$ cat src/design/exec_pkg.sv
// Purpose: constants, types and decode helpers for the return and jump executor
// Assumes: 8-bit core, 16-bit program counter, stack held in the register file
// Notes: flag byte layout is C Z S V D H fast-status bank from bit 7 down
package exec_pkg;
   localparam int ADDR_W = 16;
   localparam int DATA_W = 8;
   localparam int CNT_W = 4;
   // register port map
   localparam logic [7:0] FLAGS_ADDR = 8'hD5;
   localparam logic [7:0] STACK_PTR_ADDR = 8'hD9;
   localparam logic [7:0] FVP_HI_ADDR = 8'hDA;
   localparam logic [7:0] FVP_LO_ADDR = 8'hDB;
   localparam logic [7:0] SYS_MODE_ADDR = 8'hDE;
   // flag and mode bit positions
   localparam int FLAG_C = 7;
   localparam int FLAG_Z = 6;
   localparam int FLAG_S = 5;
   localparam int FLAG_V = 4;
   localparam int FSTAT_BIT = 1;
   localparam int GIE_BIT = 0;
   localparam logic [7:0] FSTAT_MASK = 8'h02;
   // opcodes
   localparam logic [7:0] OPC_RET = 8'hBF;
   localparam logic [7:0] OPC_JUMP_PAIR = 8'h30;
   localparam logic [3:0] OPC_JUMP_COND = 4'hD;
   // instruction lengths in clock cycles, fetch to next fetch
   localparam logic [3:0] CYC_RET_NORM = 4'hA;
   localparam logic [3:0] CYC_RET_FAST = 4'h6;
   localparam logic [3:0] CYC_JUMP_COND = 4'h8;
   localparam logic [3:0] CYC_JUMP_PAIR = 4'h8;
   // reset values
   localparam logic [15:0] PC_RESET = 16'h0100;
   localparam logic [15:0] FVP_RESET = 16'h0000;
   localparam logic [7:0] SP_RESET = 8'hC0;
   localparam logic [7:0] FLAGS_RESET = 8'h00;
   localparam logic [7:0] SYS_MODE_RESET = 8'h00;
   // steps and masks
   localparam logic [15:0] PC_STEP1 = 16'h0001;
   localparam logic [15:0] PC_STEP2 = 16'h0002;
   localparam logic [15:0] PC_STEP3 = 16'h0003;
   localparam logic [7:0] SP_STEP1 = 8'h01;
   localparam logic [7:0] SP_STEP2 = 8'h02;
   localparam logic [3:0] CNT_ONE = 4'h1;
   localparam logic [7:0] REG_PAGE = 8'h00;
   localparam logic [7:0] PAIR_EVEN_MASK = 8'hFE;
   localparam logic [7:0] PAIR_ODD_BIT = 8'h01;
   localparam logic SPACE_PROG = 1'b0;
   localparam logic SPACE_REG = 1'b1;

   typedef enum logic [2:0] {
      S_FETCH = 3'h0,
      S_DECODE = 3'h1,
      S_RD1 = 3'h3,
      S_RD2 = 3'h2,
      S_RD3 = 3'h6,
      S_PACE = 3'h7
   } exec_state_t;

   typedef enum logic [1:0] {
      K_NONE = 2'h0,
      K_RET = 2'h1,
      K_JCOND = 2'h3,
      K_JPAIR = 2'h2
   } op_kind_t;

   function automatic op_kind_t op_kind(input logic [7:0] opc);
      op_kind_t k;
      k = K_NONE;
      if (opc == OPC_RET) begin
         k = K_RET;
      end else if (opc == OPC_JUMP_PAIR) begin
         k = K_JPAIR;
      end else if (opc[3:0] == OPC_JUMP_COND) begin
         k = K_JCOND;
      end
      return k;
   endfunction

   // upper half of the code set is the inverse of the lower half
   function automatic logic cond_true(input logic [3:0] code, input logic [7:0] fl);
      logic r;
      r = 1'b0;
      unique case (code[2:0])
         3'h0: r = 1'b0;
         3'h1: r = fl[FLAG_S] ^ fl[FLAG_V];
         3'h2: r = fl[FLAG_Z] | (fl[FLAG_S] ^ fl[FLAG_V]);
         3'h3: r = fl[FLAG_C] | fl[FLAG_Z];
         3'h4: r = fl[FLAG_S];
         3'h5: r = fl[FLAG_V];
         3'h6: r = fl[FLAG_Z];
         3'h7: r = fl[FLAG_C];
      endcase
      return r ^ code[3];
   endfunction
endpackage

$ cat src/design/mem_req_if.sv
// Purpose: read request path from the executor to its memory port
// Assumes: one request per cycle at most
// Notes: data is the memory's answer in the cycle after the request
`timescale 1ns/10ps
`default_nettype none
interface mem_req_if;
   logic req;
   logic space;
   logic [15:0] addr;
   logic [7:0] data;
   modport core (output req, output space, output addr, input data);
   modport port (input req, input space, input addr, output data);
endinterface
`default_nettype wire

$ cat src/design/mem_port.sv
// Purpose: registers read requests onto the memory pins
// Assumes: memory answers combinationally while the strobe is high
// Notes: memory runs on the core clock, so its data needs no synchroniser
`timescale 1ns/10ps
`default_nettype none
module mem_port (
   // clock and reset
   input wire logic mclk_in,
   input wire logic reset_n_in,
   // request side
   mem_req_if.port bus,
   // memory pins
   output logic mem_rd_out,
   output logic mem_space_out,
   output logic [exec_pkg::ADDR_W-1:0] mem_addr_out,
   input wire logic [exec_pkg::DATA_W-1:0] mem_data_in
);
   import exec_pkg::*;

   always_ff @(posedge mclk_in or negedge reset_n_in) begin
      if (!reset_n_in) begin
         mem_rd_out <= 1'b0;
         mem_space_out <= SPACE_PROG;
         mem_addr_out <= PC_RESET;
      end else begin
         mem_rd_out <= bus.req;
         if (bus.req) begin
            mem_space_out <= bus.space;
            mem_addr_out <= bus.addr;
         end
      end
   end

   assign bus.data = mem_data_in;
endmodule
`default_nettype wire

$ cat src/design/return_from_interrupt_jump_exec.sv
// Purpose: executes interrupt return and jump instructions of an 8-bit core
// Assumes: memory answers one cycle after a request; fast_irq_in from core logic
// Notes: an instruction lasts from its fetch request to the next fetch request
//
// The address-and-strobe port was left to the implementer.
`timescale 1ns/10ps
`default_nettype none
module return_from_interrupt_jump_exec (
   // clock and reset
   input wire logic mclk_in,
   input wire logic reset_n_in,
   // register port
   input wire logic [7:0] reg_addr_in,
   input wire logic [exec_pkg::DATA_W-1:0] reg_wdata_in,
   input wire logic reg_wr_in,
   input wire logic reg_rd_in,
   output logic [exec_pkg::DATA_W-1:0] reg_rdata_out,
   // memory read port
   output logic mem_rd_out,
   output logic mem_space_out,
   output logic [exec_pkg::ADDR_W-1:0] mem_addr_out,
   input wire logic [exec_pkg::DATA_W-1:0] mem_data_in,
   // interrupt entry and status
   input wire logic fast_irq_in,
   output logic fast_irq_ack_out,
   output logic illegal_op_out,
   output logic gie_out,
   output logic [exec_pkg::ADDR_W-1:0] pc_out
);
   import exec_pkg::*;

   mem_req_if mbus ();

   exec_state_t state_ff;
   exec_state_t nxt_state;
   op_kind_t kind_ff;
   op_kind_t nxt_kind;
   logic [15:0] pc_ff;
   logic [15:0] fvp_ff;
   logic [7:0] flags_ff;
   logic [7:0] shadow_ff;
   logic [7:0] sp_ff;
   logic [7:0] sys_ff;
   logic [7:0] hi_ff;
   logic [7:0] pair_ff;
   logic [3:0] code_ff;
   logic [3:0] cnt_ff;
   logic [3:0] len_ff;
   logic [3:0] nxt_len;
   logic illegal_ff;
   logic ack_ff;
   logic [7:0] rdata_ff;
   logic [7:0] rdat;
   logic [7:0] sp_add1;
   logic enter_irq;
   logic at_decode;
   logic fast_ret;
   logic pop_flags;
   logic ret_done;
   logic cond_hit;
   logic wr_flags;

   function automatic logic [15:0] reg_addr(input logic [7:0] a);
      return {REG_PAGE, a};
   endfunction

   function automatic logic [15:0] pc_add(input logic [15:0] pc, input logic [15:0] step);
      return pc + step;
   endfunction

   mem_port u_mem_port (
      .mclk_in(mclk_in),
      .reset_n_in(reset_n_in),
      .bus(mbus.port),
      .mem_rd_out(mem_rd_out),
      .mem_space_out(mem_space_out),
      .mem_addr_out(mem_addr_out),
      .mem_data_in(mem_data_in)
   );

   assign rdat = mbus.data;
   assign sp_add1 = sp_ff + SP_STEP1;
   assign at_decode = state_ff == S_DECODE;
   // entry only between instructions, so no instruction is ever cut in half
   assign enter_irq = (state_ff == S_FETCH) && fast_irq_in && sys_ff[GIE_BIT];
   assign fast_ret = at_decode && (op_kind(rdat) == K_RET) && flags_ff[FSTAT_BIT];
   assign pop_flags = (state_ff == S_RD1) && (kind_ff == K_RET);
   assign ret_done = (state_ff == S_RD3) && (kind_ff == K_RET);
   assign cond_hit = cond_true(code_ff, flags_ff);
   assign wr_flags = reg_wr_in && (reg_addr_in == FLAGS_ADDR);

   // sequencing and memory requests
   always_comb begin
      nxt_state = state_ff;
      nxt_kind = kind_ff;
      nxt_len = len_ff;
      mbus.req = 1'b0;
      mbus.space = SPACE_PROG;
      mbus.addr = pc_ff;
      unique case (state_ff)
         S_FETCH: begin
            if (!enter_irq) begin
               mbus.req = 1'b1;
               nxt_state = S_DECODE;
            end
         end
         S_DECODE: begin
            nxt_kind = op_kind(rdat);
            unique case (op_kind(rdat))
               K_RET: begin
                  if (flags_ff[FSTAT_BIT]) begin
                     nxt_len = CYC_RET_FAST;
                     nxt_state = S_PACE;
                  end else begin
                     nxt_len = CYC_RET_NORM;
                     mbus.req = 1'b1;
                     mbus.space = SPACE_REG;
                     mbus.addr = reg_addr(sp_ff);
                     nxt_state = S_RD1;
                  end
               end
               K_JCOND: begin
                  nxt_len = CYC_JUMP_COND;
                  mbus.req = 1'b1;
                  mbus.addr = pc_add(pc_ff, PC_STEP1);
                  nxt_state = S_RD1;
               end
               K_JPAIR: begin
                  nxt_len = CYC_JUMP_PAIR;
                  mbus.req = 1'b1;
                  mbus.addr = pc_add(pc_ff, PC_STEP1);
                  nxt_state = S_RD1;
               end
               K_NONE: begin
                  nxt_state = S_FETCH;
               end
            endcase
         end
         S_RD1: begin
            mbus.req = 1'b1;
            nxt_state = S_RD2;
            unique case (kind_ff)
               K_RET: begin
                  mbus.space = SPACE_REG;
                  mbus.addr = reg_addr(sp_add1);
               end
               K_JCOND: begin
                  mbus.addr = pc_add(pc_ff, PC_STEP2);
               end
               K_JPAIR: begin
                  mbus.space = SPACE_REG;
                  mbus.addr = reg_addr(rdat & PAIR_EVEN_MASK);
               end
               K_NONE: begin
                  mbus.req = 1'b0;
                  nxt_state = S_FETCH;
               end
            endcase
         end
         S_RD2: begin
            unique case (kind_ff)
               K_RET: begin
                  mbus.req = 1'b1;
                  mbus.space = SPACE_REG;
                  mbus.addr = reg_addr(sp_add1);
                  nxt_state = S_RD3;
               end
               K_JPAIR: begin
                  mbus.req = 1'b1;
                  mbus.space = SPACE_REG;
                  mbus.addr = reg_addr(pair_ff);
                  nxt_state = S_RD3;
               end
               K_JCOND: begin
                  nxt_state = S_PACE;
               end
               K_NONE: begin
                  nxt_state = S_FETCH;
               end
            endcase
         end
         S_RD3: begin
            nxt_state = S_PACE;
         end
         S_PACE: begin
            // padding keeps the documented length even though reads finish early
            if (cnt_ff == len_ff - CNT_ONE) begin
               nxt_state = S_FETCH;
            end
         end
         default: begin
            nxt_state = S_FETCH;
         end
      endcase
   end

   always_ff @(posedge mclk_in or negedge reset_n_in) begin
      if (!reset_n_in) begin
         state_ff <= S_FETCH;
         kind_ff <= K_NONE;
         len_ff <= CYC_RET_FAST;
      end else begin
         state_ff <= nxt_state;
         kind_ff <= nxt_kind;
         len_ff <= nxt_len;
      end
   end

   // cycle count, loaded with one in the fetch cycle so it reads one at decode
   always_ff @(posedge mclk_in or negedge reset_n_in) begin
      if (!reset_n_in) begin
         cnt_ff <= CNT_ONE;
      end else if (state_ff == S_FETCH) begin
         cnt_ff <= CNT_ONE;
      end else begin
         cnt_ff <= cnt_ff + CNT_ONE;
      end
   end

   // operand capture
   always_ff @(posedge mclk_in or negedge reset_n_in) begin
      if (!reset_n_in) begin
         code_ff <= OPC_JUMP_COND;
         hi_ff <= REG_PAGE;
         pair_ff <= REG_PAGE;
      end else begin
         if (at_decode) begin
            code_ff <= rdat[7:4];
         end
         if ((state_ff == S_RD1) && (kind_ff == K_JCOND)) begin
            hi_ff <= rdat;
         end else if ((state_ff == S_RD2) && (kind_ff != K_JCOND)) begin
            hi_ff <= rdat;
         end
         if ((state_ff == S_RD1) && (kind_ff == K_JPAIR)) begin
            pair_ff <= rdat | PAIR_ODD_BIT;
         end
      end
   end

   // program counter
   always_ff @(posedge mclk_in or negedge reset_n_in) begin
      if (!reset_n_in) begin
         pc_ff <= PC_RESET;
      end else if (enter_irq) begin
         pc_ff <= fvp_ff;
      end else if (fast_ret) begin
         pc_ff <= fvp_ff;
      end else if (at_decode && (op_kind(rdat) == K_NONE)) begin
         pc_ff <= pc_add(pc_ff, PC_STEP1);
      end else if ((state_ff == S_RD2) && (kind_ff == K_JCOND)) begin
         pc_ff <= cond_hit ? {hi_ff, rdat} : pc_add(pc_ff, PC_STEP3);
      end else if (state_ff == S_RD3) begin
         pc_ff <= {hi_ff, rdat};
      end
   end

   // fast vector pointer; swaps win over a write; a fast return parks it past its own opcode
   always_ff @(posedge mclk_in or negedge reset_n_in) begin
      if (!reset_n_in) begin
         fvp_ff <= FVP_RESET;
      end else if (enter_irq || fast_ret) begin
         fvp_ff <= fast_ret ? pc_add(pc_ff, PC_STEP1) : pc_ff;
      end else if (reg_wr_in && (reg_addr_in == FVP_HI_ADDR)) begin
         fvp_ff[15:8] <= reg_wdata_in;
      end else if (reg_wr_in && (reg_addr_in == FVP_LO_ADDR)) begin
         fvp_ff[7:0] <= reg_wdata_in;
      end
   end

   // flags: jumps never touch them
   always_ff @(posedge mclk_in or negedge reset_n_in) begin
      if (!reset_n_in) begin
         flags_ff <= FLAGS_RESET;
         shadow_ff <= FLAGS_RESET;
      end else begin
         if (enter_irq) begin
            shadow_ff <= flags_ff;
            flags_ff <= flags_ff | FSTAT_MASK;
         end else if (fast_ret) begin
            flags_ff <= shadow_ff & ~FSTAT_MASK;
         end else if (pop_flags) begin
            flags_ff <= rdat;
         end else if (wr_flags) begin
            flags_ff <= reg_wdata_in;
         end
      end
   end

   // stack pointer
   always_ff @(posedge mclk_in or negedge reset_n_in) begin
      if (!reset_n_in) begin
         sp_ff <= SP_RESET;
      end else if (pop_flags) begin
         sp_ff <= sp_add1;
      end else if (ret_done) begin
         sp_ff <= sp_ff + SP_STEP2;
      end else if (reg_wr_in && (reg_addr_in == STACK_PTR_ADDR)) begin
         sp_ff <= reg_wdata_in;
      end
   end

   // system mode: global enable cleared on entry, set by either return
   always_ff @(posedge mclk_in or negedge reset_n_in) begin
      if (!reset_n_in) begin
         sys_ff <= SYS_MODE_RESET;
      end else if (enter_irq) begin
         sys_ff[GIE_BIT] <= 1'b0;
      end else if (fast_ret || ret_done) begin
         sys_ff[GIE_BIT] <= 1'b1;
      end else if (reg_wr_in && (reg_addr_in == SYS_MODE_ADDR)) begin
         sys_ff <= reg_wdata_in;
      end
   end

   // event pulses
   always_ff @(posedge mclk_in or negedge reset_n_in) begin
      if (!reset_n_in) begin
         illegal_ff <= 1'b0;
         ack_ff <= 1'b0;
      end else begin
         illegal_ff <= at_decode && (op_kind(rdat) == K_NONE);
         ack_ff <= enter_irq;
      end
   end

   // register reads, answer in the following cycle; unmapped reads give zero
   always_ff @(posedge mclk_in or negedge reset_n_in) begin
      if (!reset_n_in) begin
         rdata_ff <= REG_PAGE;
      end else if (reg_rd_in) begin
         unique case (reg_addr_in)
            FLAGS_ADDR: rdata_ff <= flags_ff;
            STACK_PTR_ADDR: rdata_ff <= sp_ff;
            FVP_HI_ADDR: rdata_ff <= fvp_ff[15:8];
            FVP_LO_ADDR: rdata_ff <= fvp_ff[7:0];
            SYS_MODE_ADDR: rdata_ff <= sys_ff;
            default: rdata_ff <= REG_PAGE;
         endcase
      end
   end

   assign reg_rdata_out = rdata_ff;
   assign fast_irq_ack_out = ack_ff;
   assign illegal_op_out = illegal_ff;
   assign gie_out = sys_ff[GIE_BIT];
   assign pc_out = pc_ff;
endmodule
`default_nettype wire

$ cat config.mk
export PLATFORM = sky130hd
export DESIGN_NAME = return_from_interrupt_jump_exec
export DESIGN_NICKNAME = d
export VERILOG_FILES = /design/src/design/exec_pkg.sv /design/src/design/mem_req_if.sv /design/src/design/mem_port.sv /design/src/design/return_from_interrupt_jump_exec.sv
export SDC_FILE = /design/constraint.sdc
export NUM_CORES = 1
export LEC_CHECK = 0
export ABC_AREA = 1
export BUFFER_PORTS_ARGS = -buffer_cell sky130_fd_sc_hd__buf_2
export CORE_UTILIZATION = 30
export CTS_CLUSTER_SIZE = 16
export DETAILED_ROUTE_END_ITERATION = 10
export PLACE_DENSITY_LB_ADDON = 0.2
export SKIP_LAST_GASP = 1
export SYNTH_ARGS = -nofsm -noshare
export SYNTH_HDL_FRONTEND = slang
export SYNTH_HIERARCHICAL = 1
export SYNTH_SLANG_ARGS = --single-unit
export TNS_END_PERCENT = 30
$ cat constraint.sdc
create_clock -name mclk_in -period 2.1 [get_ports mclk_in]
set_input_delay 0.105 -clock mclk_in [delete_from_list [all_inputs] [get_ports mclk_in]]
set_output_delay 0.105 -clock mclk_in [all_outputs]
set_load 0.01 [all_outputs]
==> metrics.csv, run 1 <==
stage,metric,value,unit
sta,timing.max_slew.rel_slack,64.2,%
finish,multi_input_logic_area,4370,sq um
synthesis,synth_area_leader_cell,sky130_fd_sc_hd__dfrtp_1,
floorplanning,die_h,166,um
worst_hold_path,holdCritPathClass,input pin to register,
detailed_routing,remaining_drc_errors,6,
cts,cts_max_path_buffers,2,
placed_design,placement.setup.worst_slack,-0.301,ns
finish,nets,1347,
status,run_status,"complete, but fails checks",
synthesis,syn_nets,1176,
setup_path,worst_ep_arrival_time,2.38,ns
grt,gr-total-overflow,0,
sta,setup-violations-final,0,
grt,vias_in_the_first_global_route,8412,
floorplanning,floorplan.initialDensity,30.8,%
synthesis,synth.avg_cell_area,7.13,sq um
sta,finalWorstPathRequiredPeriod,2.09,ns
finish,seq_area,3090,sq um
job,timing.max_cap.violations,0,
setup_path,crit_start,pc_out[1],
setup_path,critical_path.endpoint_type,register,
placed_design,io_buffer_count,73,
status,violations,design-rule violations,
floorplanning,core_region_area,26300,sq um
synthesis,synth.cell_area,8100,sq um
setup_path,rr_startpoint,pc_out[1],
finish,antennaDiodeCount,0,
setup_path,worst_r2r_path_depth,9,
pwr,p_leak,5.09,nW
detailed_routing,first_drt_iteration_drcs,744,
detailed_routing,routed-via-count,8523,
worst_hold_path,hold-path-cell-count,3,
finish,post_route_cells_drive_above_1_share,24.0,%
placed_design,gp_congestion,0.944,
grt,grt_max_degree,53,
cts,path_clk_slew,0.07,ns
synthesis,post_synth_inst_count,1135,
setup_path,critical_path_peak_fanout,5,
grt,grt_antenna_before_repair,0,
sta,maxClockFrequency,479,MHz
detailed_routing,drt-wirelength-per-cell,21.1,um
detailed_routing,drt_first_pass_iters,8,
finish,final.fill_count,2855,
floorplanning,die_area,27600,sq um
cts,clk_tree_root_cell,sky130_fd_sc_hd__clkbuf_16,
setup_path,worstSetupStartpointType,register,
floorplanning,pin_count,74,
sta,worst_hold_slack,0.00705,ns
synthesis,yosys_reg_bits,123,
sta,slew_violations,0,
synthesis,synthesis.yosys.warnings,6,
finish,final_common_cell,sky130_fd_sc_hd__nand2_1,
setup_path,timing.setup.critical_path_class,register to register,
cts,tritoncts.num_buffers,17,
setup_path,crit_required,2.39,ns
cts,cts_tree,built,
cts,clkLatencyLatePin,0.45,ns
synthesis,synth-seq-area-share,38.2,%
synthesis,yosys.area.top_type_share,34.9,%
floorplanning,die_w,166,um
placed_design,dp.final_hpwl,27.2,mm
detailed_routing,final_antenna_net_count,0,
cts,clock_tree.htree_level_count,4,
sta,rsz_0062_raised_after_global_routing,true,
detailed_routing,drt-total-wl,34.8,mm
grt,grt_pass1_wl,53.2,mm
sta,report.final.hold_viol_count,0,
synthesis,synth.top_cells.by_area,"sky130_fd_sc_hd__dfrtp_1, sky130_fd_sc_hd__nand2_1, sky130_fd_sc_hd__o21ai_0, sky130_fd_sc_hd__inv_1, sky130_fd_sc_hd__nor2_1",
synthesis,dominantRegCellSynth,sky130_fd_sc_hd__dfrtp_1,
pwr,peakVddDrop,543,uV
floorplanning,rows,59,
sta,worstMarginPinSlew,0.531,ns
synthesis,synth_edf_count,0,
cts,clock-sinks,123,
finish,syn2layout_area_growth,28.5,%
sta,timing.clock.skew,0.0184,ns
sta,postLayoutSetupSlackWorst,0.0118,ns
worst_hold_path,worst_hold_startpoint,reg_wdata_in[4],
pwr,power_density,1510,nW/um^2
finish,commonest_cells_after_routing_fill_and_taps_aside,"sky130_fd_sc_hd__nand2_1, sky130_fd_sc_hd__buf_4, sky130_fd_sc_hd__dfrtp_1",
grt,global_route.usage.total,26.0,%
synthesis,synth.distinct_cells,51,
synthesis,synth-async-reset-ratio,100,%
sta,timing.final.crit_share,99.4,%
detailed_routing,avgViaCountPerCell,5.15,
## cells in the mapped netlist (10+ instances only)
| cell type | number |
|---|---|
| sky130_fd_sc_hd__a22oi_1 | 15 |
| sky130_fd_sc_hd__a21oi_1 | 69 |
| sky130_fd_sc_hd__o211ai_1 | 16 |
| sky130_fd_sc_hd__nand4_1 | 13 |
| sky130_fd_sc_hd__a31oi_1 | 19 |
| sky130_fd_sc_hd__nand2_1 | 313 |
| sky130_fd_sc_hd__dfrtp_1 | 113 |
| sky130_fd_sc_hd__nor2_1 | 109 |
| sky130_fd_sc_hd__xor2_1 | 30 |
| sky130_fd_sc_hd__nand3_1 | 48 |
| sky130_fd_sc_hd__ha_1 | 12 |
| sky130_fd_sc_hd__buf_4 | 10 |
| sky130_fd_sc_hd__clkbuf_1 | 11 |
| sky130_fd_sc_hd__buf_2 | 16 |
| sky130_fd_sc_hd__o21ai_1 | 10 |
| sky130_fd_sc_hd__dfstp_2 | 10 |
| sky130_fd_sc_hd__o21ai_0 | 104 |
| sky130_fd_sc_hd__inv_1 | 112 |
| sky130_fd_sc_hd__inv_2 | 14 |
## state kept, by name, indices dropped and copies added, names as in the netlist, 2 cells and up
register                 cells
state_ff                     3
pair_ff                      8
pc_out                      16
flags_ff                     8
len_ff                       3
reg_rdata_out                8
shadow_ff                    7
kind_ff                      2
cnt_ff                       4
hi_ff                        8
u_mem_port/mem_addr_out     16
sys_ff                       8
sp_ff                        8
code_ff                      4
fvp_ff                      16
## through the flow
step	std cells	utilization (%)	power [W]	area, sq um	TNS, ns
floorplan	1135	-	0.00864	8100	0
global placement	1612	36.3	0.0122	9550	-0.561
detailed placement	1612	36.3	0.0122	9550	-0.475
CTS	1647	38.9	0.0155	10200	-0.0262
global route	1654	39.6	0.0168	10400	-0.298
finish	1654	39.6	0.0157	10400	0
## final timing paths
path / slack [ns] / to
worst max-delay path: 0.01 / fvp_ff[5]
worst min-delay path: 0.007 / sys_ff[4]
worst max register to register: 0.01 / fvp_ff[5]
worst min register to register: 0.46 / u_mem_port/mem_addr_out[13]
max in group asynchronous: 1.22 / code_ff[0]
min in group asynchronous: 0.21 / flags_ff[2]
## worst max-delay path, cell delays in order, from the launching register on
cell and delay, ns:
sky130_fd_sc_hd__dfrtp_2 0.43, sky130_fd_sc_hd__ha_1 0.23, sky130_fd_sc_hd__inv_1 0.12, sky130_fd_sc_hd__nor2_4 0.06
sky130_fd_sc_hd__buf_4 0.13, sky130_fd_sc_hd__xor2_1 0.16, sky130_fd_sc_hd__nand2_1 0.08, sky130_fd_sc_hd__o21ai_0 0.19
sky130_fd_sc_hd__a22oi_1 0.39, sky130_fd_sc_hd__a31oi_1 0.14
## what timing repair did
item | 4_1_cts | 5_1_grt
endpoints found under the hold margin | 48 | 0
pin swaps | 1 | 13
setup buffers | 0 | 7
resized for setup | 6 | 40
endpoints found under the setup margin | 5 | 48
hold buffers | 3 | 0
## where the power goes
part / switching [W] / internal, W / leakage [nW] / total [W]
combinational: 0.00522 / 0.00299 / 3.37 / 0.00821
clock: 0.00130 / 0.00189 / 0.294 / 0.00319
sequential: 0.000904 / 0.00342 / 1.44 / 0.00432
## layout make-up
class / instances / area share [%]
tap: 335 / 4.03
inverter: 131 / 4.86
multi-input combinational: 834 / 42.0
clock buffer: 18 / 4.12
clock inverter: 14 / 1.79
timing repair buffer: 199 / 13.5
sequential: 123 / 29.7
## metal layers
layer	vias to the layer above	global-route usage (%)	share of wire (%)
met1	4104	36.5	47
met3	42	3.93	5.6
met5	-	0	0
li1	4088	-	-
met4	0	6.96	2.1
met2	289	41.6	45
## cell families after synthesis
group / count (synthesis) / synth area share [%]
AOI/OAI and AO/OA: 265 / 19.0
xor gates and xnor gates: 35 / 3.79
and+or+nand+nor: 518 / 26.8
adders and majority gates: 12 / 1.85
muxes: 4 / 0.556
buffers and inverters: 178 / 9.81
DFF: 123 / 38.2
No activity file was read; power rests on OpenSTA's default activity.
==> inputs of run 2 (changes only) <==
clock period = 1.9 ns   (was 2.1 ns; I/O delays follow)
==> run 2 against run 1 <==
The flow finishes with violations (design-rule violations, negative setup slack); final area increased by 7.7%; count of clock-buffer cells in the layout shrank 1; fmax increased by 6.5%; critical path type unchanged; clock power up 5%; setup slack lost 0.073 ns; core utilization increased by 3.0 points; largest cell class unchanged; critical path depth up 3; die area unchanged; highest routed layer unchanged; sequential power increased by 9.7%.
==> metrics.csv, run 2 (synthesized netlist as in run 1, its figures left out) <==
stage,metric,value,unit,change
detailed_routing,remaining_drc_errors,4,,was 6
pwr,peakVddDrop,618,uV,was 543 uV
floorplanning,die_area,27600,sq um,unchanged
status,run_status,"complete, but fails checks",,unchanged
grt,grt_antenna_before_repair,0,,unchanged
detailed_routing,first_drt_iteration_drcs,761,,was 744
detailed_routing,drt_first_pass_iters,8,,unchanged
grt,grt_max_degree,75,,was 53
finish,nets,1427,,was 1347
finish,final.fill_count,2743,,was 2855
pwr,design_power_total,0.0184,W,was 0.0157 W
sta,worstMarginPinSlew,0.574,ns,was 0.531 ns
finish,syn2layout_area_growth,38.4,%,was 28.5%
setup_path,critical_path.endpoint_type,register,,unchanged
cts,cts_tree,built,,unchanged
placed_design,gp_congestion,0.968,,was 0.944
placed_design,io_buffer_count,73,,unchanged
grt,globalRouteMet1Util,35.8,%,was 36.5%
grt,grt.met3_usage,3.81,%,was 3.93%
finish,commonest_cells_after_routing_fill_and_taps_aside,"sky130_fd_sc_hd__nand2_1, sky130_fd_sc_hd__buf_4, sky130_fd_sc_hd__dfrtp_1",,unchanged
finish,post_route_cells_drive_above_1_share,31.2,%,was 24.0%
detailed_routing,routed-via-count,8926,,was 8523
setup_path,crit_required,2.24,ns,was 2.39 ns
sta,rsz_0062_raised_after_global_routing,true,,unchanged
floorplanning,die_w,166,um,unchanged
pwr,p_leak,5.51,nW,was 5.09 nW
sta,timing.final.crit_share,103,%,was 99.4%
floorplanning,rows,59,,unchanged
worst_hold_path,holdCritPathClass,input pin to register,,unchanged
sta,maxClockFrequency,510,MHz,was 479 MHz
grt,vias_in_the_first_global_route,8804,,was 8412
sta,tns,-0.258,ns,was 0 ns
finish,fin_util,42.6,%,was 39.6%
floorplanning,pin_count,74,,unchanged
finish,antennaDiodeCount,0,,unchanged
cts,path_clk_slew,0.07,ns,about the same
grt,global_route.usage.total,26.1,%,was 26.0%
setup_path,critical_path_peak_fanout,4,,was 5
sta,finalWorstPathRequiredPeriod,1.96,ns,was 2.09 ns
cts,clock_tree.htree_level_count,4,,unchanged
sta,setup-violations-final,10,,was 0
cts,clk_tree_root_cell,sky130_fd_sc_hd__clkbuf_16,,unchanged
sta,slew_violations,0,,unchanged
placed_design,dp.final_hpwl,27.4,mm,was 27.2 mm
grt,grt_pass1_wl,53.5,mm,was 53.2 mm
grt,globalRoute.busiestLayer,met2,,unchanged
detailed_routing,drt-wirelength-per-cell,20.3,um,was 21.1 um
detailed_routing,final_antenna_net_count,0,,unchanged
floorplanning,core_region_area,26300,sq um,unchanged
sta,timing.clock.skew,0.0136,ns,was 0.0184 ns
sta,postLayoutSetupSlackWorst,-0.0613,ns,was 0.0118 ns
setup_path,worstSetupStartpointType,register,,unchanged
sta,timing.max_slew.rel_slack,61.3,%,was 64.2%
pwr,power_density,1650,nW/um^2,was 1510 nW/um^2
setup_path,timing.setup.critical_path_class,register to register,,unchanged
cts,tritoncts.num_buffers,17,,unchanged
job,timing.max_cap.violations,0,,unchanged
finish,final_common_cell,sky130_fd_sc_hd__nand2_1,,unchanged
sta,report.final.hold_viol_count,0,,unchanged
cts,clkLatencyLatePin,0.45,ns,about the same
detailed_routing,drt-total-wl,35.2,mm,was 34.8 mm
setup_path,worst_ep_arrival_time,2.30,ns,was 2.38 ns
cts,cts_max_path_buffers,2,,unchanged
floorplanning,die_h,166,um,unchanged
grt,gr-total-overflow,0,,unchanged
status,violations,"design-rule violations, negative setup slack",,was design-rule violations
detailed_routing,avgViaCountPerCell,5.15,,about the same
floorplanning,floorplan.initialDensity,30.8,%,unchanged
cts,clock-sinks,123,,unchanged
grt,use_met2,40.9,%,was 41.6%
## run 2: through the flow
stage                     hold slack (ns)  setup WS (ns)  cells  instance area (sq um)
final                            0.000381        -0.0613   1734                  11200
after global routing               0.0108         -0.182   1734                  11200
after CTS                         0.00325        -0.0799   1728                  10900
after global placement              0.119         -0.299   1684                  10100
after floorplan                    -0.201        0.00849   1135                   8100
after detailed placement            0.116         -0.315   1684                  10100
## run 2: final cells by class
| class | instances | area, sq um | share of cell area, % |
|---|---|---|---|
| clock inverters | 15 | 161 | 1.44 |
| inverters | 131 | 509 | 4.54 |
| clock buffers | 17 | 425 | 3.80 |
| flip-flops and latches | 123 | 3090 | 27.6 |
| well taps | 335 | 419 | 3.74 |
| multi-input cells | 834 | 4540 | 40.5 |
| repair buffers | 279 | 2060 | 18.3 |
## run 2: worst paths after layout
check | start | endpoint | slack (ns) | cells past startpoint
max | pc_out[1] | u_mem_port/mem_addr_out[13] | -0.06 | 12
min in group asynchronous | reset_n_in | u_mem_port/mem_addr_out[14] | 0.18 | 3
max in group asynchronous | reset_n_in | sp_ff[1] | 1.24 | 3
min reg2reg | u_mem_port/mem_addr_out[15] | u_mem_port/mem_addr_out[15] | 0.47 | 2
max reg2reg | pc_out[1] | u_mem_port/mem_addr_out[13] | -0.06 | 12
min | reg_wdata_in[3] | sys_ff[3] | 0.0004 | 2
## run 2: where the power goes
| part | switching [W] | internal (W) | leakage, nW |
|---|---|---|---|
| clock | 0.00157 | 0.00177 | 0.284 |
| combinational | 0.00620 | 0.00418 | 3.79 |
| sequential | 0.000958 | 0.00378 | 1.43 |
| total | 0.00873 | 0.00972 | 5.51 |
## run 2: critical path: stages (launching register included)
cell and delay [ns]:
sky130_fd_sc_hd__dfrtp_1 0.41, sky130_fd_sc_hd__ha_2 0.22, sky130_fd_sc_hd__inv_2 0.06, sky130_fd_sc_hd__nor2_4 0.11
sky130_fd_sc_hd__nand2_4 0.09, sky130_fd_sc_hd__nor2_4 0.13, sky130_fd_sc_hd__buf_4 0.14, sky130_fd_sc_hd__nand2_1 0.08
sky130_fd_sc_hd__xor2_2 0.18, sky130_fd_sc_hd__a22oi_2 0.17, sky130_fd_sc_hd__o2111ai_2 0.13, sky130_fd_sc_hd__nand2_1 0.09
sky130_fd_sc_hd__nand2_1 0.05
## run 2: layer usage
layer	vias to the layer above	share of wire [%]
met3	67	6.3
met4	0	3.5
met1	4280	46
met5	-	0
met2	338	45
li1	4241	-
## run 2: what timing repair did
item,4_1_cts,5_1_grt
endpoints found under the hold margin,123,0
setup buffers,7,6
hold buffers,5,0
resized for setup,31,74
pin swaps,12,25
endpoints found under the setup margin,42,67
==> inputs of run 3 (changes only) <==
CORE_MARGIN = 1   (was not set)
SETUP_SLACK_MARGIN = 0.5   (was not set)
==> run 3 against run 2 <==
The flow still finishes with violations (design-rule violations, negative setup slack); fmax rose by 2.7%; sequential cell count did not move; die area did not move; clock power fell by 1%; count of clock-buffer cells in the layout did not move; via count rose by 2.2%; critical endpoint is now fvp_ff[5]; highest routed layer unchanged.
==> metrics.csv, run 3 (synthesized netlist as in run 1, its figures left out) <==
stage,metric,value,unit,change
status,run_status,"complete, but fails checks",,unchanged
status,violations,"design-rule violations, negative setup slack",,unchanged
worst_hold_path,whs_endpoint,fvp_ff[9],,was sys_ff[3]
floorplanning,pin_count,74,,unchanged
detailed_routing,avgViaCountPerCell,5.16,,was 5.15
detailed_routing,drt-total-wl,35.4,mm,was 35.2 mm
sta,rsz_0062_raised_after_global_routing,true,,unchanged
sta,timing.max_slew.rel_slack,64.5,%,was 61.3%
floorplanning,core_region_area,26300,sq um,unchanged
setup_path,cp_common_cell,sky130_fd_sc_hd__buf_4,,was sky130_fd_sc_hd__nand2_1
sta,slew_violations,0,,unchanged
pwr,power_density,1650,nW/um^2,about the same
setup_path,reg_to_reg_slack_setup,-0.01,ns,was -0.06 ns
floorplanning,rows,59,,unchanged
worst_hold_path,worst_hold_startpoint,reg_wdata_in[1],,was reg_wdata_in[3]
detailed_routing,final_antenna_net_count,0,,unchanged
setup_path,crit_required,2.21,ns,was 2.24 ns
sta,finalWorstPathRequiredPeriod,1.91,ns,was 1.96 ns
detailed_routing,first_drt_iteration_drcs,778,,was 761
cts,path_clk_slew,0.07,ns,about the same
grt,global_route.usage.total,25.8,%,was 26.1%
sta,timing.final.crit_share,101,%,was 103%
finish,syn2layout_area_growth,50.7,%,was 38.4%
floorplanning,die_h,166,um,unchanged
cts,clk_tree_root_cell,sky130_fd_sc_hd__clkbuf_16,,unchanged
floorplanning,die_w,166,um,unchanged
grt,gr-total-overflow,0,,unchanged
sta,report.final.hold_viol_count,0,,unchanged
detailed_routing,drt-wirelength-per-cell,20.0,um,was 20.3 um
detailed_routing,remaining_drc_errors,2,,was 4
sta,worst_hold_slack,0.00570,ns,was 0.000381 ns
finish,nets,1462,,was 1427
pwr,peakVddDrop,710,uV,was 618 uV
job,timing.max_cap.violations,0,,unchanged
finish,antennaDiodeCount,0,,unchanged
pwr,p_leak,5.85,nW,was 5.51 nW
finish,multi_input_logic_area,5070,sq um,was 4540 sq um
cts,cts_max_path_buffers,2,,unchanged
cts,tritoncts.num_buffers,17,,unchanged
setup_path,worstSetupStartpointType,register,,unchanged
finish,commonest_cells_after_routing_fill_and_taps_aside,"sky130_fd_sc_hd__nand2_1, sky130_fd_sc_hd__buf_4, sky130_fd_sc_hd__dfrtp_1",,unchanged
pwr,design_power_total,0.0202,W,was 0.0184 W
grt,grt_antenna_before_repair,0,,unchanged
setup_path,crit_slowest_cell,sky130_fd_sc_hd__dfrtp_2,,was sky130_fd_sc_hd__dfrtp_1
cts,clkLatencyLatePin,0.44,ns,was 0.45 ns
setup_path,path_cells,"ha_4, inv_4, nor2_4, buf_4, buf_4, xor2_4, nand2_1, o21ai_2, buf_4, a22oi_2, a31oi_1",,"was ha_2, inv_2, nor2_4, nand2_4, nor2_4, buf_4, nand2_1, xor2_2, a22oi_2, o2111ai_2, nand2_1, nand2_1"
grt,vias_in_the_first_global_route,8788,,was 8804
setup_path,critical_path.endpoint_type,register,,unchanged
finish,fin_util,46.4,%,was 42.6%
setup_path,r2r-end,fvp_ff[5],,was u_mem_port/mem_addr_out[13]
placed_design,dp.final_hpwl,26.8,mm,was 27.4 mm
detailed_routing,drt_first_pass_iters,9,,was 8
setup_path,critical_path_peak_fanout,4,,unchanged
finish,post_route_cells_drive_above_1_share,39.5,%,was 31.2%
sta,worstMarginPinSlew,0.532,ns,was 0.574 ns
sta,setup-violations-final,1,,was 10
grt,grt_max_degree,49,,was 75
detailed_routing,routed-via-count,9123,,was 8926
setup_path,rr_startpoint,pc_out[1],,unchanged
finish,seq_area,3100,sq um,was 3090 sq um
placed_design,io_buffer_count,73,,unchanged
setup_path,worst_r2r_path_depth,11,,was 12
placed_design,gp_congestion,0.937,,was 0.968
cts,clock_tree.htree_level_count,4,,unchanged
sta,maxClockFrequency,523,MHz,was 510 MHz
sta,timing.clock.skew,0.0106,ns,was 0.0136 ns
setup_path,timing.setup.critical_path_class,register to register,,unchanged
setup_path,worst_ep_arrival_time,2.22,ns,was 2.30 ns
floorplanning,floorplan.initialDensity,30.8,%,unchanged
sta,postLayoutSetupSlackWorst,-0.0104,ns,was -0.0613 ns
grt,grt_pass1_wl,53.6,mm,was 53.5 mm
worst_hold_path,holdCritPathClass,input pin to register,,unchanged
floorplanning,die_area,27600,sq um,unchanged
finish,final.fill_count,2659,,was 2743
cts,cts_tree,built,,unchanged
setup_path,critical-path-max-stage-delay,0.46,ns,was 0.41 ns
cts,clock-sinks,123,,unchanged
finish,final_common_cell,sky130_fd_sc_hd__nand2_1,,unchanged
worst_hold_path,hold-path-cell-count,3,,was 2
run 3: cell types whose count changed in the layout (fill, tap and decap cells not counted), moves of 13 or more:
| cell | change |
|---|---|
| sky130_fd_sc_hd__o21ai_1 | +15 |
| sky130_fd_sc_hd__inv_1 | -13 |
| sky130_fd_sc_hd__nor2_4 | +13 |
| sky130_fd_sc_hd__o21ai_0 | -19 |
| sky130_fd_sc_hd__buf_6 | +18 |
| sky130_fd_sc_hd__nand2_1 | -34 |
| sky130_fd_sc_hd__nand2_2 | +22 |
run 3: how the worst max path moves through the flow:
stage	end	startpoint	slack, ns	depth (start not counted)
2_1_floorplan	u_mem_port/mem_addr_out[12]	pc_out[2]	0.16	11
3_3_place_gp	u_mem_port/mem_addr_out[5]	kind_ff[1]	-0.16	12
3_5_place_dp	u_mem_port/mem_addr_out[5]	kind_ff[1]	-0.11	12
4_1_cts	pc_out[15]	pc_out[1]	0.06	13
5_1_grt	pc_out[11]	code_ff[0]	-0.07	13
6_report	fvp_ff[5]	pc_out[1]	-0.01	11
run 3: layout make-up:
cell class	instances	share of cell area (%)
multi-input cells	835	41.6
clock buffers	17	3.49
inverters	131	4.51
repair buffers	311	20.1
clock inverters	15	1.27
flip-flops and latches	123	25.4
well taps	335	3.44
repair inverters	2	0.144
run 3: timing repair:
item	in CTS	in global routing
cloned	6	0
hold buffers	3	0
buffers inserted	29	22
pin swaps	40	52
gates resized for setup	132	132
setup endpoints to repair	98	108
hold endpoints to repair	47	0
run 3: layer usage:
| layer | part of all wire, % | GRT usage (%) | vias up |
|---|---|---|---|
| met1 | 45 | 35.9 | 4406 |
| met2 | 46 | 40.6 | 323 |
| li1 | - | - | 4326 |
| met5 | 0 | 0 | - |
| met3 | 5.9 | 3.27 | 68 |
| met4 | 3.8 | 10.2 | 0 |
run 3: per-stage QoR:
step / area, sq um / TNS [ns] / setup WS [ns] / std cells
6_report: 12200 / -0.0104 / -0.0104 / 1769
5_1_grt: 12200 / -1.08 / -0.0668 / 1769
4_1_cts: 11600 / 0 / 0.0590 / 1747
3_5_place_dp: 10200 / -0.993 / -0.112 / 1677
3_3_place_gp: 10200 / -1.14 / -0.156 / 1677
2_1_floorplan: 8230 / 0 / 0.159 / 1135
run 3: power by group:
part           internal, W  switching (W)
Clock              0.00185        0.00145
Sequential         0.00379        0.00101
Combinational      0.00521        0.00685
Total               0.0108        0.00932
run 3: critical path: cells and delay by family (launching register included):
| family | cells | cell delay [ns] |
|---|---|---|
| XOR/XNOR | 1 | 0.15 |
| buffers and inverters | 4 | 0.48 |
| AND/OR/NAND/NOR | 2 | 0.11 |
| flip-flops | 1 | 0.46 |
| AO/OA/AOI/OAI | 3 | 0.39 |
| adder cells (fa/ha/maj) | 1 | 0.19 |
